### src/crc_pkg.sv
// Constants shared by the comparator reference control block
// Functional notes
// - Enable bit 7 powers the ladder
// - Disabled, code 0000, low range: output grounded
// - Four-bit code picks one of 16 levels
// - Bit 4 ignores writes, reads zero
// - Comparator controls: ones at power-on, else kept
// - Status power-on 0001 1xxx, warm reset rules
package crc_pkg;

    // Bus widths
    localparam int ADDR_W = 8;
    localparam int DATA_W = 8;
    localparam int DIR_W  = 6;
    localparam int LVL_W  = 7;

    // Register offsets
    localparam logic [7:0] OFS_STATUS     = 8'h03;
    localparam logic [7:0] OFS_CMP1_SMALL = 8'h07;
    localparam logic [7:0] OFS_CMP1_LARGE = 8'h08;
    localparam logic [7:0] OFS_CMP2       = 8'h0B;
    localparam logic [7:0] OFS_REF        = 8'h0C;
    localparam logic [7:0] OFS_DIR_B      = 8'h10;
    localparam logic [7:0] OFS_DIR_C      = 8'h11;
    localparam logic [7:0] OFS_DIR_GP     = 8'h12;

    // Values after reset
    localparam logic [7:0] STATUS_POR   = 8'h18;
    localparam logic [7:0] CMP_POR      = 8'hFF;
    localparam logic [7:0] REF_RST      = 8'h2F;
    localparam logic [5:0] DIR_RST      = 6'h3F;

    // Reference control fields
    localparam int REF_EN_BIT    = 7;
    localparam int REF_OE_BIT    = 6;
    localparam int REF_RANGE_BIT = 5;
    localparam int REF_CODE_MSB  = 3;
    localparam logic [7:0] REF_WMASK = 8'hEF;

    // Status fields
    localparam int ST_PINWAKE_BIT = 7;
    localparam int ST_CMPWAKE_BIT = 6;
    localparam int ST_PAGE_BIT    = 5;
    localparam int ST_TIMEOUT_BIT = 4;
    localparam int ST_PWRDN_BIT   = 3;
    localparam logic [7:0] ST_SW_WMASK  = 8'h27;
    localparam logic [7:0] ST_LOW_MASK  = 8'h07;

    // Comparator result bit, read live
    localparam int CMP_RESULT_BIT = 7;

    // Ladder level in 96ths of supply
    localparam logic [6:0] LOW_STEP  = 7'h04;
    localparam logic [6:0] HIGH_BASE = 7'h18;
    localparam logic [6:0] HIGH_STEP = 7'h03;

endpackage

### src/crc_ref_if.sv
// Carrier of ladder controls and derived level between top and ladder
`timescale 1ns/1ps
interface crc_ref_if;
    logic       ladder_power_on;
    logic       ref_pin_drive_enable;
    logic       range_select;
    logic [3:0] level_code;
    logic [6:0] internal_reference_level;
    logic       ref_ground_force;
    logic       ref_pin_oe;

    modport ctrl (
        output ladder_power_on,
        output ref_pin_drive_enable,
        output range_select,
        output level_code,
        input  internal_reference_level,
        input  ref_ground_force,
        input  ref_pin_oe
    );

    modport ladder (
        input  ladder_power_on,
        input  ref_pin_drive_enable,
        input  range_select,
        input  level_code,
        output internal_reference_level,
        output ref_ground_force,
        output ref_pin_oe
    );
endinterface

### src/crc_ladder.sv
// Digital model of the reference ladder tap selection
`timescale 1ns/1ps
module crc_ladder (
    crc_ref_if.ladder lad
);

    logic [6:0] tap;

    always_comb begin
        tap = 7'h00;
        if (lad.range_select) begin
            tap = crc_pkg::LOW_STEP * {3'h0, lad.level_code};
        end else begin
            tap = crc_pkg::HIGH_BASE
                + crc_pkg::HIGH_STEP * {3'h0, lad.level_code};
        end
    end

    // Unpowered ladder draws nothing; only the grounded case is defined
    assign lad.internal_reference_level =
        lad.ladder_power_on ? tap : 7'h00;
    assign lad.ref_ground_force = !lad.ladder_power_on
                                && lad.range_select
                                && (lad.level_code == 4'h0);
    assign lad.ref_pin_oe = lad.ref_pin_drive_enable;

endmodule

### src/crc_top.sv
// Register bank for comparator reference, comparator and port controls
`timescale 1ns/1ps
module crc_top (
    // Clock and resets
    input  wire logic       core_clk,
    input  wire logic       rst_b,
    input  wire logic       warm_rst,
    input  wire logic [3:0] warm_cause,

    // Register port
    input  wire logic [7:0] reg_addr,
    input  wire logic [7:0] reg_wdata,
    input  wire logic       reg_wr,
    input  wire logic       reg_rd,
    output logic      [7:0] reg_rdata,

    // Comparator results and wake events
    input  wire logic       first_compare_result,
    input  wire logic       second_compare_result,
    input  wire logic       comparator_wake_evt,
    input  wire logic       pin_change_wake_evt,

    // Controls to the analog ladder
    output logic            ladder_power_on,
    output logic            ref_pin_drive_enable,
    output logic            range_select,
    output logic      [3:0] level_code,
    output logic      [6:0] internal_reference_level,
    output logic            ref_ground_force,
    output logic            ref_pin_oe,

    // Controls to comparators and ports, and status value
    output logic      [7:0] cmp1_small_ctrl,
    output logic      [7:0] cmp1_large_ctrl,
    output logic      [7:0] cmp2_ctrl,
    output logic      [5:0] port_b_dir,
    output logic      [5:0] port_c_dir,
    output logic      [5:0] gp_dir,
    output logic      [7:0] status_value
);

    crc_ref_if ref_bus ();

    // Reset release synchroniser
    logic rst_meta_ff;
    logic rst_sync_ff;

    always_ff @(posedge core_clk or negedge rst_b) begin
        if (!rst_b) begin
            rst_meta_ff <= 1'b0;
            rst_sync_ff <= 1'b0;
        end else begin
            rst_meta_ff <= 1'b1;
            rst_sync_ff <= rst_meta_ff;
        end
    end

    // Register storage
    logic [7:0] status_flags_ff;
    logic [7:0] comparator1_control_small_ff;
    logic [7:0] comparator1_control_large_ff;
    logic [7:0] comparator2_control_ff;
    logic [5:0] port_b_direction_ff;
    logic [5:0] port_c_direction_ff;
    logic [5:0] general_port_direction_ff;
    logic [7:0] reference_level_control_ff;
    logic [7:0] rdata_ff;

    // Write hits
    logic wr_status;
    logic wr_cmp1_small;
    logic wr_cmp1_large;
    logic wr_cmp2;
    logic wr_ref;
    logic wr_dir_b;
    logic wr_dir_c;
    logic wr_dir_gp;

    always_comb begin
        wr_status     = 1'b0;
        wr_cmp1_small = 1'b0;
        wr_cmp1_large = 1'b0;
        wr_cmp2       = 1'b0;
        wr_ref        = 1'b0;
        wr_dir_b      = 1'b0;
        wr_dir_c      = 1'b0;
        wr_dir_gp     = 1'b0;
        if (!reg_wr) begin
            wr_status = 1'b0;
        end else if (reg_addr == crc_pkg::OFS_STATUS) begin
            wr_status = 1'b1;
        end else if (reg_addr == crc_pkg::OFS_CMP1_SMALL) begin
            wr_cmp1_small = 1'b1;
        end else if (reg_addr == crc_pkg::OFS_CMP1_LARGE) begin
            wr_cmp1_large = 1'b1;
        end else if (reg_addr == crc_pkg::OFS_CMP2) begin
            wr_cmp2 = 1'b1;
        end else if (reg_addr == crc_pkg::OFS_REF) begin
            wr_ref = 1'b1;
        end else if (reg_addr == crc_pkg::OFS_DIR_B) begin
            wr_dir_b = 1'b1;
        end else if (reg_addr == crc_pkg::OFS_DIR_C) begin
            wr_dir_c = 1'b1;
        end else if (reg_addr == crc_pkg::OFS_DIR_GP) begin
            wr_dir_gp = 1'b1;
        end
    end

    // Reference control: same value on every reset
    always_ff @(posedge core_clk or negedge rst_sync_ff) begin
        if (!rst_sync_ff) begin
            reference_level_control_ff <= crc_pkg::REF_RST;
        end else if (warm_rst) begin
            reference_level_control_ff <= crc_pkg::REF_RST;
        end else if (wr_ref) begin
            reference_level_control_ff <= reg_wdata & crc_pkg::REF_WMASK;
        end
    end

    // Comparator controls: kept across warm reset
    always_ff @(posedge core_clk or negedge rst_sync_ff) begin
        if (!rst_sync_ff) begin
            comparator1_control_small_ff <= crc_pkg::CMP_POR;
        end else if (wr_cmp1_small && !warm_rst) begin
            comparator1_control_small_ff <= reg_wdata;
        end
    end

    always_ff @(posedge core_clk or negedge rst_sync_ff) begin
        if (!rst_sync_ff) begin
            comparator1_control_large_ff <= crc_pkg::CMP_POR;
        end else if (wr_cmp1_large && !warm_rst) begin
            comparator1_control_large_ff <= reg_wdata;
        end
    end

    always_ff @(posedge core_clk or negedge rst_sync_ff) begin
        if (!rst_sync_ff) begin
            comparator2_control_ff <= crc_pkg::CMP_POR;
        end else if (wr_cmp2 && !warm_rst) begin
            comparator2_control_ff <= reg_wdata;
        end
    end

    // Port directions: all inputs after any reset
    always_ff @(posedge core_clk or negedge rst_sync_ff) begin
        if (!rst_sync_ff) begin
            port_b_direction_ff <= crc_pkg::DIR_RST;
        end else if (warm_rst) begin
            port_b_direction_ff <= crc_pkg::DIR_RST;
        end else if (wr_dir_b) begin
            port_b_direction_ff <= reg_wdata[5:0];
        end
    end

    always_ff @(posedge core_clk or negedge rst_sync_ff) begin
        if (!rst_sync_ff) begin
            port_c_direction_ff <= crc_pkg::DIR_RST;
        end else if (warm_rst) begin
            port_c_direction_ff <= crc_pkg::DIR_RST;
        end else if (wr_dir_c) begin
            port_c_direction_ff <= reg_wdata[5:0];
        end
    end

    always_ff @(posedge core_clk or negedge rst_sync_ff) begin
        if (!rst_sync_ff) begin
            general_port_direction_ff <= crc_pkg::DIR_RST;
        end else if (warm_rst) begin
            general_port_direction_ff <= crc_pkg::DIR_RST;
        end else if (wr_dir_gp) begin
            general_port_direction_ff <= reg_wdata[5:0];
        end
    end

    // Status: wake flags set by events, cleared by writing zero
    logic [7:0] nxt_status;
    logic [7:0] st_warm;

    always_comb begin
        st_warm = status_flags_ff & crc_pkg::ST_LOW_MASK;
        st_warm[crc_pkg::ST_PINWAKE_BIT] = warm_cause[3];
        st_warm[crc_pkg::ST_CMPWAKE_BIT] = warm_cause[2];
        st_warm[crc_pkg::ST_TIMEOUT_BIT] = warm_cause[1];
        st_warm[crc_pkg::ST_PWRDN_BIT]   = warm_cause[0];
        nxt_status = status_flags_ff;
        if (wr_status) begin
            nxt_status = (status_flags_ff & ~crc_pkg::ST_SW_WMASK)
                       | (reg_wdata & crc_pkg::ST_SW_WMASK);
            nxt_status[crc_pkg::ST_PINWAKE_BIT] =
                status_flags_ff[crc_pkg::ST_PINWAKE_BIT]
                & reg_wdata[crc_pkg::ST_PINWAKE_BIT];
            nxt_status[crc_pkg::ST_CMPWAKE_BIT] =
                status_flags_ff[crc_pkg::ST_CMPWAKE_BIT]
                & reg_wdata[crc_pkg::ST_CMPWAKE_BIT];
        end
        // Set wins over a clear in the same cycle
        if (pin_change_wake_evt) begin
            nxt_status[crc_pkg::ST_PINWAKE_BIT] = 1'b1;
        end
        if (comparator_wake_evt) begin
            nxt_status[crc_pkg::ST_CMPWAKE_BIT] = 1'b1;
        end
    end

    always_ff @(posedge core_clk or negedge rst_sync_ff) begin
        if (!rst_sync_ff) begin
            status_flags_ff <= crc_pkg::STATUS_POR;
        end else if (warm_rst) begin
            status_flags_ff <= st_warm;
        end else begin
            status_flags_ff <= nxt_status;
        end
    end

    // Read path: data valid only in the cycle after the strobe
    logic [7:0] rd_mux;

    always_comb begin
        rd_mux = 8'h00;
        if (reg_addr == crc_pkg::OFS_STATUS) begin
            rd_mux = status_flags_ff;
        end else if (reg_addr == crc_pkg::OFS_CMP1_SMALL) begin
            rd_mux = comparator1_control_small_ff;
            rd_mux[crc_pkg::CMP_RESULT_BIT] = first_compare_result;
        end else if (reg_addr == crc_pkg::OFS_CMP1_LARGE) begin
            rd_mux = comparator1_control_large_ff;
            rd_mux[crc_pkg::CMP_RESULT_BIT] = first_compare_result;
        end else if (reg_addr == crc_pkg::OFS_CMP2) begin
            rd_mux = comparator2_control_ff;
            rd_mux[crc_pkg::CMP_RESULT_BIT] = second_compare_result;
        end else if (reg_addr == crc_pkg::OFS_REF) begin
            rd_mux = reference_level_control_ff & crc_pkg::REF_WMASK;
        end
    end

    always_ff @(posedge core_clk or negedge rst_sync_ff) begin
        if (!rst_sync_ff) begin
            rdata_ff <= 8'h00;
        end else if (reg_rd) begin
            rdata_ff <= rd_mux;
        end else begin
            rdata_ff <= 8'h00;
        end
    end

    assign reg_rdata = rdata_ff;

    // Ladder controls straight from the register bits
    assign ref_bus.ladder_power_on =
        reference_level_control_ff[crc_pkg::REF_EN_BIT];
    assign ref_bus.ref_pin_drive_enable =
        reference_level_control_ff[crc_pkg::REF_OE_BIT];
    assign ref_bus.range_select =
        reference_level_control_ff[crc_pkg::REF_RANGE_BIT];
    assign ref_bus.level_code =
        reference_level_control_ff[crc_pkg::REF_CODE_MSB:0];

    crc_ladder u_ladder (
        .lad (ref_bus.ladder)
    );

    assign ladder_power_on          = ref_bus.ladder_power_on;
    assign ref_pin_drive_enable     = ref_bus.ref_pin_drive_enable;
    assign range_select             = ref_bus.range_select;
    assign level_code               = ref_bus.level_code;
    assign internal_reference_level = ref_bus.internal_reference_level;
    assign ref_ground_force         = ref_bus.ref_ground_force;
    assign ref_pin_oe               = ref_bus.ref_pin_oe;

    assign cmp1_small_ctrl = comparator1_control_small_ff;
    assign cmp1_large_ctrl = comparator1_control_large_ff;
    assign cmp2_ctrl       = comparator2_control_ff;
    assign port_b_dir      = port_b_direction_ff;
    assign port_c_dir      = port_c_direction_ff;
    assign gp_dir          = general_port_direction_ff;
    assign status_value    = status_flags_ff;

endmodule

### config.mk
export PLATFORM = sky130hd
export DESIGN_NAME = crc_top
export DESIGN_NICKNAME = d
export VERILOG_FILES = /design/src/crc_pkg.sv /design/src/crc_ref_if.sv /design/src/crc_ladder.sv /design/src/crc_top.sv
export SDC_FILE = /design/constraint.sdc
export NUM_CORES = 1
export LEC_CHECK = 0
export BUFFER_PORTS_ARGS = -buffer_cell sky130_fd_sc_hd__buf_2
export CAP_MARGIN = 20
export CORE_MARGIN = 3
export CORE_UTILIZATION = 30
export CTS_BUF_LIST = sky130_fd_sc_hd__clkbuf_16
export DETAILED_ROUTE_END_ITERATION = 16
export SLEW_MARGIN = 5
export SYNTH_ARGS = -nofsm -noshare
export SYNTH_HDL_FRONTEND = slang
export SYNTH_HIERARCHICAL = 1
export SYNTH_SLANG_ARGS = --single-unit
### constraint.sdc
create_clock -name core_clk -period 3.63 [get_ports core_clk]
set_input_delay 1.089 -clock core_clk [delete_from_list [all_inputs] [get_ports core_clk]]
set_output_delay 1.089 -clock core_clk [all_outputs]
set_load 0.02 [all_outputs]
## Yosys cells after proc, flatten, opt, wreduce, memory -nomap -nowiden

Index checks and enable logic that the tools add are counted.

| storage, ports and cells | value |
|---|---|
| output and inout bits | 74 |
| input port bits | 29 |
| flip-flop bits (word level) | 68 |

| cells by class | value |
|---|---|
| $mul | 1 |
| reduce and logical (&&, ||, !) cells | 16 |
| add/sub/neg operators | 1 |
| multiplexer cells | 64 |
| equality and inequality tests | 8 |
| bitwise gates (word level) | 4 |

Operators with widths:

| cell | number |
|---|---|
| $mux W8 | 10 |
| $mux W1 | 46 |
| $mux W6 | 6 |
| $eq A8 B4 Y1 const B | 3 |
| $eq A8 B5 Y1 const B | 3 |
| $mux W7 | 2 |
| $reduce_bool A2 Y1 | 5 |
| $eq A8 B2 Y1 const B | 1 |
| $eq A8 B3 Y1 const B | 1 |
| $add A5 B6 Y7 const A | 1 |
| $mul A2 B4 Y6 const A | 1 |
| $or A5 B6 Y6 | 1 |
| $reduce_bool A3 Y1 | 2 |
| $logic_and A1 B1 Y1 | 5 |
| $logic_not A4 Y1 | 1 |
| $and A1 B1 Y1 | 2 |
| $logic_not A1 Y1 | 2 |
| $reduce_and A2 Y1 | 1 |
| $not A1 Y1 | 1 |

## Logic depth before layout (Yosys ltp)

Gate-level depths: netlist (run 1).

| logic depth | value |
|---|---|
| depth in word-level cells | 12 |
| mapped depth | 7 |

## Modules after synthesis

Netlist (run 1), hierarchy kept.

Modules (own cells, without submodules):

| module | sequential area each (um2) | area an instance (um2) | cells an instance | times used |
|---|---|---|---|---|
| crc_top | 1737.9 | 3083.0 | 247 | 1 |
| crc_ladder | 0.0 | 275.3 | 36 | 1 |

## Least setup slack after synthesis (run 1)

OpenSTA, ideal clock, no wires.

| timing | value |
|---|---|
| path type | flip-flop to output port |
| from | register reference_level_control_ff[1] |
| to | output port internal_reference_level[5] |
| data required time | 2541 ps |
| path slack | 340 ps |
| data arrival time | 2201 ps |
| stages on the path, launching flop included | 7 |
| cells stage by stage | dfstp_2 > ha_1 > inv_1 > fa_1 > or3b_1 > a21oi_2 > mux2i_1 |

| on the way | value |
|---|---|
| word-level cells in the longest chain between the ends | 4 |

RTL lines:

| item | line | source |
|---|---|---|
| start: declaration | crc_top.sv:66 | `logic [7:0] reference_level_control_ff;` |
| start signal: assignment | crc_top.sv:112 | `reference_level_control_ff <= crc_pkg::REF_RST;` |
| start signal: assignment | crc_top.sv:114 | `reference_level_control_ff <= crc_pkg::REF_RST;` |
| start signal: assignment | crc_top.sv:116 | `reference_level_control_ff <= reg_wdata & crc_pkg::REF_WMASK;` |
| $mul A2 B4 Y6 | crc_ladder.sv:15 | `+ crc_pkg::HIGH_STEP * {3'h0, lad.level_code};` |
| $add A5 B6 Y7 | crc_ladder.sv:15 |  |
| $mux W7 | crc_ladder.sv:11 | `if (lad.range_select) begin` |
| $mux W7 | crc_ladder.sv:21 | `lad.ladder_power_on ? tap : 7'h00;` |
| end: declaration | crc_top.sv:28 | `output logic [6:0] internal_reference_level,` |

No other way between the ends.

## Final worst setup path (run 1)

Same ends and word-level chain as after synthesis.

==> qor.csv, run 1 <==
metric;value;unit
dr.first_iter.drc_count;108;
hold_violations;0;
initial_core_util;30.84;%
synth_xor_area_share;0.2608;%
syn_area_per_cell;11.87;um^2
synthMuxAreaShare;19.49;%
cts_buffers;9;
drtPass1Iterations;4;
die_y;111.8;um
final_cell_area;0.004343;mm^2
synth_adder_area_share;3.428;%
critPathLaunch;reference_level_control_ff[1];
status;finished clean;
die_area;0.01250;mm^2
dr_total_vias;2618;
num_rows;38;
layout-drive-gt1-share;56.20;%
utilization;39.89;%
fin_crit_sh;97.22;%
cts.sinks;67;
detail_route.wl_per_cell;18.21;um
htree_levels;3;
ys.warnings.count;6;
chipWidth;111.8;um
antenna_found_initial;1;
syn-cell-area;0.003358;mm^2
final_cell_mix;buf_2, dfstp_2, nor2_1;
synth-seq-cells;67;
post-dp-hpwl;7.058;mm
syn_nets;320;
pin_count;103;
final_antenna_net_count;0;
io_buffers;102;
area_growth;29.32;%
fill_cells;1069;
rr_startpoint;reference_level_control_ff[6];
grt_start_max_net_pins;48;
layout_commonest_cell;buf_2;
clockBufferDepth;2;
grt_use_total;15.77;%
finalMaxSlewViolations;0;
hold_class;reg2async;
cts_hold_buf;0;
maxSlewHeadroom;65.59;%
gp_congestion;0.7880;
synth_cell_type_count;44;
tightest_slew;0.5162;ns
cp_max_fo;4;
grt_pass1_vias;2786;
start_kind;register;
crit_path_end_kind;primary output;
synth_compound_area_share;7.638;%
multi_input_area;0.001493;mm^2
critPathCapture;internal_reference_level[5];
worst-r2r-cell-count;3;
period_needed;3.529;ns
power.density;405.7;mW/mm^2
arrival;2.44;ns
peakVddDrop;269.6;uV
path_class;reg2out;
wirelength;9.745;mm
grt_pass1_wl;15.23;mm
finalSetupViolations;0;
worstPathRequired;2.54;ns
synth_simple_gate_area_share;13.15;%
cap_violations;0;
timing.fmax;283.4;MHz
cts_tree;done;
diodes;0;
synth_top_family_by_area;multiplexers;
r2r_setup_slack;2.45;ns
leakage;2.127;nW
overflow;0;
post_dp_cell_area;0.003999;mm^2
ys_seq_area_share;51.75;%
netlist_instances;283;
core;0.01089;mm^2
drc;0;
clkTransAtPathRegs;0.06;ns
clock-root-buffer;clkbuf_16;
nNetsFinal;427;
skew;0.009151;ns
clk_latency;0.33;ns
viasPerCell;4.893;
ff_latch_area;0.001739;mm^2
r2r_end;reg_rdata[6];
## stage by stage
step	hold slack [ns]	instances	TNS, ns	setup slack, ns	power, mW
4_1_cts	0.3488	531	0	0.02310	1.780
3_5_place_dp	0.3365	515	0	0.3760	0.9335
3_3_place_gp	0.3379	515	0	0.4600	0.9311
6_report	0.2086	535	0	0.1009	1.762
2_1_floorplan	0.3312	283	0	0.3397	0.8717
5_1_grt	0.2501	535	-0.003677	-0.003677	1.831
## cell families after synthesis
family                     count (synthesis)
xor gates and xnor gates                   1
other                                      1
DFF                                       67
buffers and inverters                     30
and+or+nand+nor                           79
AOI/OAI and AO/OA                         39
adders and majority gates                  8
muxes                                     58
## worst max-delay path, cell delays in order (launching register included)
cell and delay, ns:
dfstp_2 0.58, ha_4 0.15, inv_2 0.04, fa_1 0.44
or3b_1 0.41, a21oi_2 0.15, mux2i_1 0.19, buf_4 0.16
## Yosys cell counts
| master | n | share of area, % |
|---|---|---|
| nor4_2 | 1 | 0.37 |
| a221oi_1 | 6 | 1.6 |
| nand3b_2 | 2 | 0.67 |
| nor4_4 | 1 | 0.63 |
| a32oi_1 | 1 | 0.26 |
| o21ai_0 | 8 | 1.2 |
| inv_1 | 14 | 1.6 |
| clkbuf_1 | 6 | 0.67 |
| nor2_2 | 1 | 0.19 |
| nor2_1 | 39 | 4.4 |
| mux2_4 | 8 | 3.6 |
| and4bb_2 | 2 | 0.75 |
| conb_1 | 1 | 0.11 |
| mux2i_1 | 23 | 6.9 |
| and4b_1 | 1 | 0.30 |
| nand4_1 | 1 | 0.19 |
| a31oi_1 | 1 | 0.19 |
| buf_2 | 4 | 0.60 |
| nand2_4 | 1 | 0.34 |
| a21oi_1 | 14 | 2.1 |
| buf_6 | 1 | 0.34 |
| or3b_1 | 1 | 0.26 |
| nand2_1 | 7 | 0.78 |
| fa_1 | 2 | 1.2 |
| nor2b_1 | 5 | 0.93 |
| a21oi_2 | 1 | 0.26 |
| clkinv_1 | 1 | 0.11 |
| and3b_1 | 1 | 0.26 |
| nor3b_1 | 1 | 0.22 |
| o2bb2ai_1 | 1 | 0.26 |
| nor3_1 | 5 | 0.75 |
| nor4b_2 | 1 | 0.45 |
| and2_1 | 5 | 0.93 |
| dfrtp_1 | 18 | 13 |
| mux2_2 | 27 | 9.1 |
| nand2_2 | 1 | 0.19 |
| and3_1 | 2 | 0.37 |
| o41ai_1 | 1 | 0.26 |
| xnor2_1 | 1 | 0.26 |
| nand3b_1 | 1 | 0.22 |
| buf_4 | 4 | 0.89 |
| dfstp_2 | 49 | 38 |
| ha_1 | 6 | 2.2 |
| o221ai_1 | 6 | 1.6 |
## where the power goes
| part | internal (mW) | total [mW] | switching (mW) |
|---|---|---|---|
| clock network | 0.522 | 0.839 | 0.317 |
| registers | 0.771 | 0.786 | 0.0145 |
| logic | 0.0496 | 0.137 | 0.0871 |
| total | 1.34 | 1.76 | 0.418 |
## worst min path at each step
stage                                               end  slack, ns
after floorplan                             rst_sync_ff       0.33
after global placement                      rst_sync_ff       0.34
after detailed placement                    rst_sync_ff       0.34
after CTS                                   rst_sync_ff       0.35
after global routing      reference_level_control_ff[7]       0.25
final                     reference_level_control_ff[7]       0.21
## layout make-up
type / count / share of cell area, %
clock buffer: 9 / 5.186
clock inverter: 7 / 1.412
timing repair buffer: 111 / 13.66
inverter: 15 / 1.296
sequential: 67 / 40.05
tap: 140 / 4.033
multi-input combinational: 186 / 34.37
## registers in the layout (all words and copies together), names as in the netlist
name                        count
cmp1_large_ctrl                 8
cmp1_small_ctrl                 8
cmp2_ctrl                       8
reg_rdata                       8
status_value                    8
reference_level_control_ff      7
gp_dir                          6
port_b_dir                      6
port_c_dir                      6
rst_meta_ff                     1
rst_sync_ff                     1
## what timing repair did
action | CTS | global route
resized for setup | 0 | 4
setup buffers | 0 | 3
setup endpoints to repair | 0 | 1
## metal layers
| metal | GRT usage, % | vias to the layer above | part of all wire, % |
|---|---|---|---|
| met3 | 4.728 | 16 | 6.6 |
| met1 | 20.40 | 1310 | 44 |
| met4 | 5.191 | 2 | 1.4 |
| met5 | 0 | - | 0.072 |
| li1 | - | 1209 | - |
| met2 | 25.30 | 81 | 48 |
No activity file was read; power rests on OpenSTA's default activity.
==> run 2: changes to the inputs <==
--- a/config.mk
+++ b/config.mk
@@ -11,6 +11,7 @@
 export CORE_UTILIZATION = 30
 export CTS_BUF_LIST = sky130_fd_sc_hd__clkbuf_16
 export DETAILED_ROUTE_END_ITERATION = 16
+export PLACE_DENSITY = 0.59
 export SLEW_MARGIN = 5
 export SYNTH_ARGS = -nofsm -noshare
 export SYNTH_HDL_FRONTEND = slang
==> run 2 against run 1 <==
  * Cell count stayed put
  * Maximum frequency increased by 0.46%
  * Register-to-register slack worse by 0.09 ns
  * Sequential cell count stayed put
  * Routed wire length increased by 1.1%
  * First-iteration DRC count up 5.6%
  * Total power rose by 0.23%
  * Final area unchanged
  * Sequential share of layout area unchanged
==> qor.csv, run 2 (same netlist as run 1, synthesis figures left out) <==
metric;value;unit
status;finished clean;
cts_tree;done;
p_sw_share;23.86;%
fill_cells;1063;
rsz0062_at_grt;true;
crit_path_end_kind;primary output;
worstPathRequired;2.54;ns
timing.fmax;284.7;MHz
cap_violations;0;
die_area;0.01250;mm^2
maxSlewHeadroom;66.61;%
power.density;406.6;mW/mm^2
nNetsFinal;427;
viasPerCell;4.877;
path_cells;ha_4, inv_2, fa_1, or3b_1, a21oi_2, mux2i_1, buf_4;
clock-root-buffer;clkbuf_16;
grt_pass1_wl;15.32;mm
layout_commonest_cell;buf_2;
period_needed;3.513;ns
utilization;39.89;%
power_switching;0.4213;mW
cp_slowest_cell;dfstp_2;
pwr-share-comb;7.7;%
grt_start_max_net_pins;48;
final_cell_mix;buf_2, dfstp_2, nor2_1;
intPower;1.344;mW
leakage;2.137;nW
cts_buffers;9;
clkTransAtPathRegs;0.06;ns
cts_hold_buf;0;
r2r_end;reg_rdata[2];
path_class;reg2out;
hold_violations;0;
rr_startpoint;reference_level_control_ff[2];
wirelength;9.856;mm
overflow;0;
initial_core_util;30.84;%
max_stage_delay;0.59;ns
worst-r2r-cell-count;4;
io_buffers;102;
tightest_slew;0.5009;ns
layout-drive-gt1-share;56.46;%
dr_total_vias;2609;
num_rows;38;
post-dp-hpwl;7.122;mm
grt_use_total;15.74;%
finalMaxSlewViolations;0;
hold_class;reg2async;
chipWidth;111.8;um
timing.final.ws_setup;0.1170;ns
cp_max_fo;5;
final_antenna_net_count;0;
die_y;111.8;um
start_kind;register;
finalSetupViolations;0;
cts.sinks;67;
finalHoldWorstSlack;0.2146;ns
dp_slack;0.4193;ns
fin_crit_sh;96.78;%
r2r_setup_slack;2.36;ns
post-place-cells;515;
area_growth;29.32;%
drc;0;
gp_congestion;0.8011;
diodes;0;
clockBufferDepth;2;
pin_count;103;
dr.first_iter.drc_count;114;
grt_pass1_vias;2661;
skew;0.003268;ns
peakVddDrop;216.8;uV
antenna_found_initial;0;
htree_levels;3;
core;0.01089;mm^2
p_clk_share;47.8;%
instances_no_fill;535;
pwr-share-seq;44.5;%
arrival;2.42;ns
clk_latency;0.33;ns
drtPass1Iterations;4;
detail_route.wl_per_cell;18.42;um
run 2: area by class of cell:
| type | instances | area, um^2 | area share, % |
|---|---|---|---|
| Sequential cell | 67 | 1739 | 40.05 |
| Multi-Input combinational cell | 186 | 1493 | 34.37 |
| Timing Repair Buffer | 111 | 593.1 | 13.66 |
| Clock buffer | 9 | 225.2 | 5.186 |
| Tap cell | 140 | 175.2 | 4.033 |
| Clock inverter | 7 | 61.31 | 1.412 |
| Inverter | 15 | 56.30 | 1.296 |
run 2: power groups by stage:
stage | Combinational [mW] | Sequential [mW] | Clock (mW)
finish | 0.137 | 0.786 | 0.843
detailed placement | 0.130 | 0.803 | 0
global route | 0.149 | 0.789 | 0.900
CTS | 0.130 | 0.792 | 0.867
floorplan | 0.0549 | 0.817 | 0
global placement | 0.128 | 0.802 | 0
run 2: timing repair:
| item | 4_1_cts | 5_1_grt |
|---|---|---|
| gates resized for setup | 0 | 4 |
| buffers inserted | 0 | 3 |
| endpoints found under the hold margin | 0 | 0 |
| setup endpoints to repair | 0 | 1 |
run 2: worst max-delay path by stage:
stage / from / endpoint / depth (start not counted)
4_1_cts: reference_level_control_ff[2] / internal_reference_level[5] / 7
6_report: reference_level_control_ff[1] / internal_reference_level[5] / 7
3_3_place_gp: reference_level_control_ff[2] / internal_reference_level[5] / 7
2_1_floorplan: reference_level_control_ff[1] / internal_reference_level[5] / 6
5_1_grt: reference_level_control_ff[2] / internal_reference_level[5] / 7
3_5_place_dp: reference_level_control_ff[2] / internal_reference_level[5] / 7
run 2: metal layers:
| metal | vias to the layer above | wire length, um | track usage, % |
|---|---|---|---|
| met5 | - | 0 | 0 |
| met4 | 0 | 72 | 4.947 |
| met3 | 9 | 660 | 3.750 |
| met2 | 85 | 4857 | 25.26 |
| met1 | 1309 | 4265 | 21.08 |
| li1 | 1206 | - | - |
run 2: stage by stage:
stage | power (mW) | instance area [um^2] | TNS, ns
floorplan | 0.8717 | 3358 | 0
global placement | 0.9308 | 3999 | 0
detailed placement | 0.9333 | 3999 | 0
CTS | 1.789 | 4285 | 0
global route | 1.838 | 4343 | -0.01226
finish | 1.766 | 4343 | 0
run 2: worst max-delay path, delay by kind of cell, from the launching register on:
family | cells | cell delay, ns
fa+ha+maj | 2 | 0.56
flops | 1 | 0.59
simple gates | 1 | 0.40
mux | 1 | 0.19
compound gates | 1 | 0.15
buf+inv | 2 | 0.20
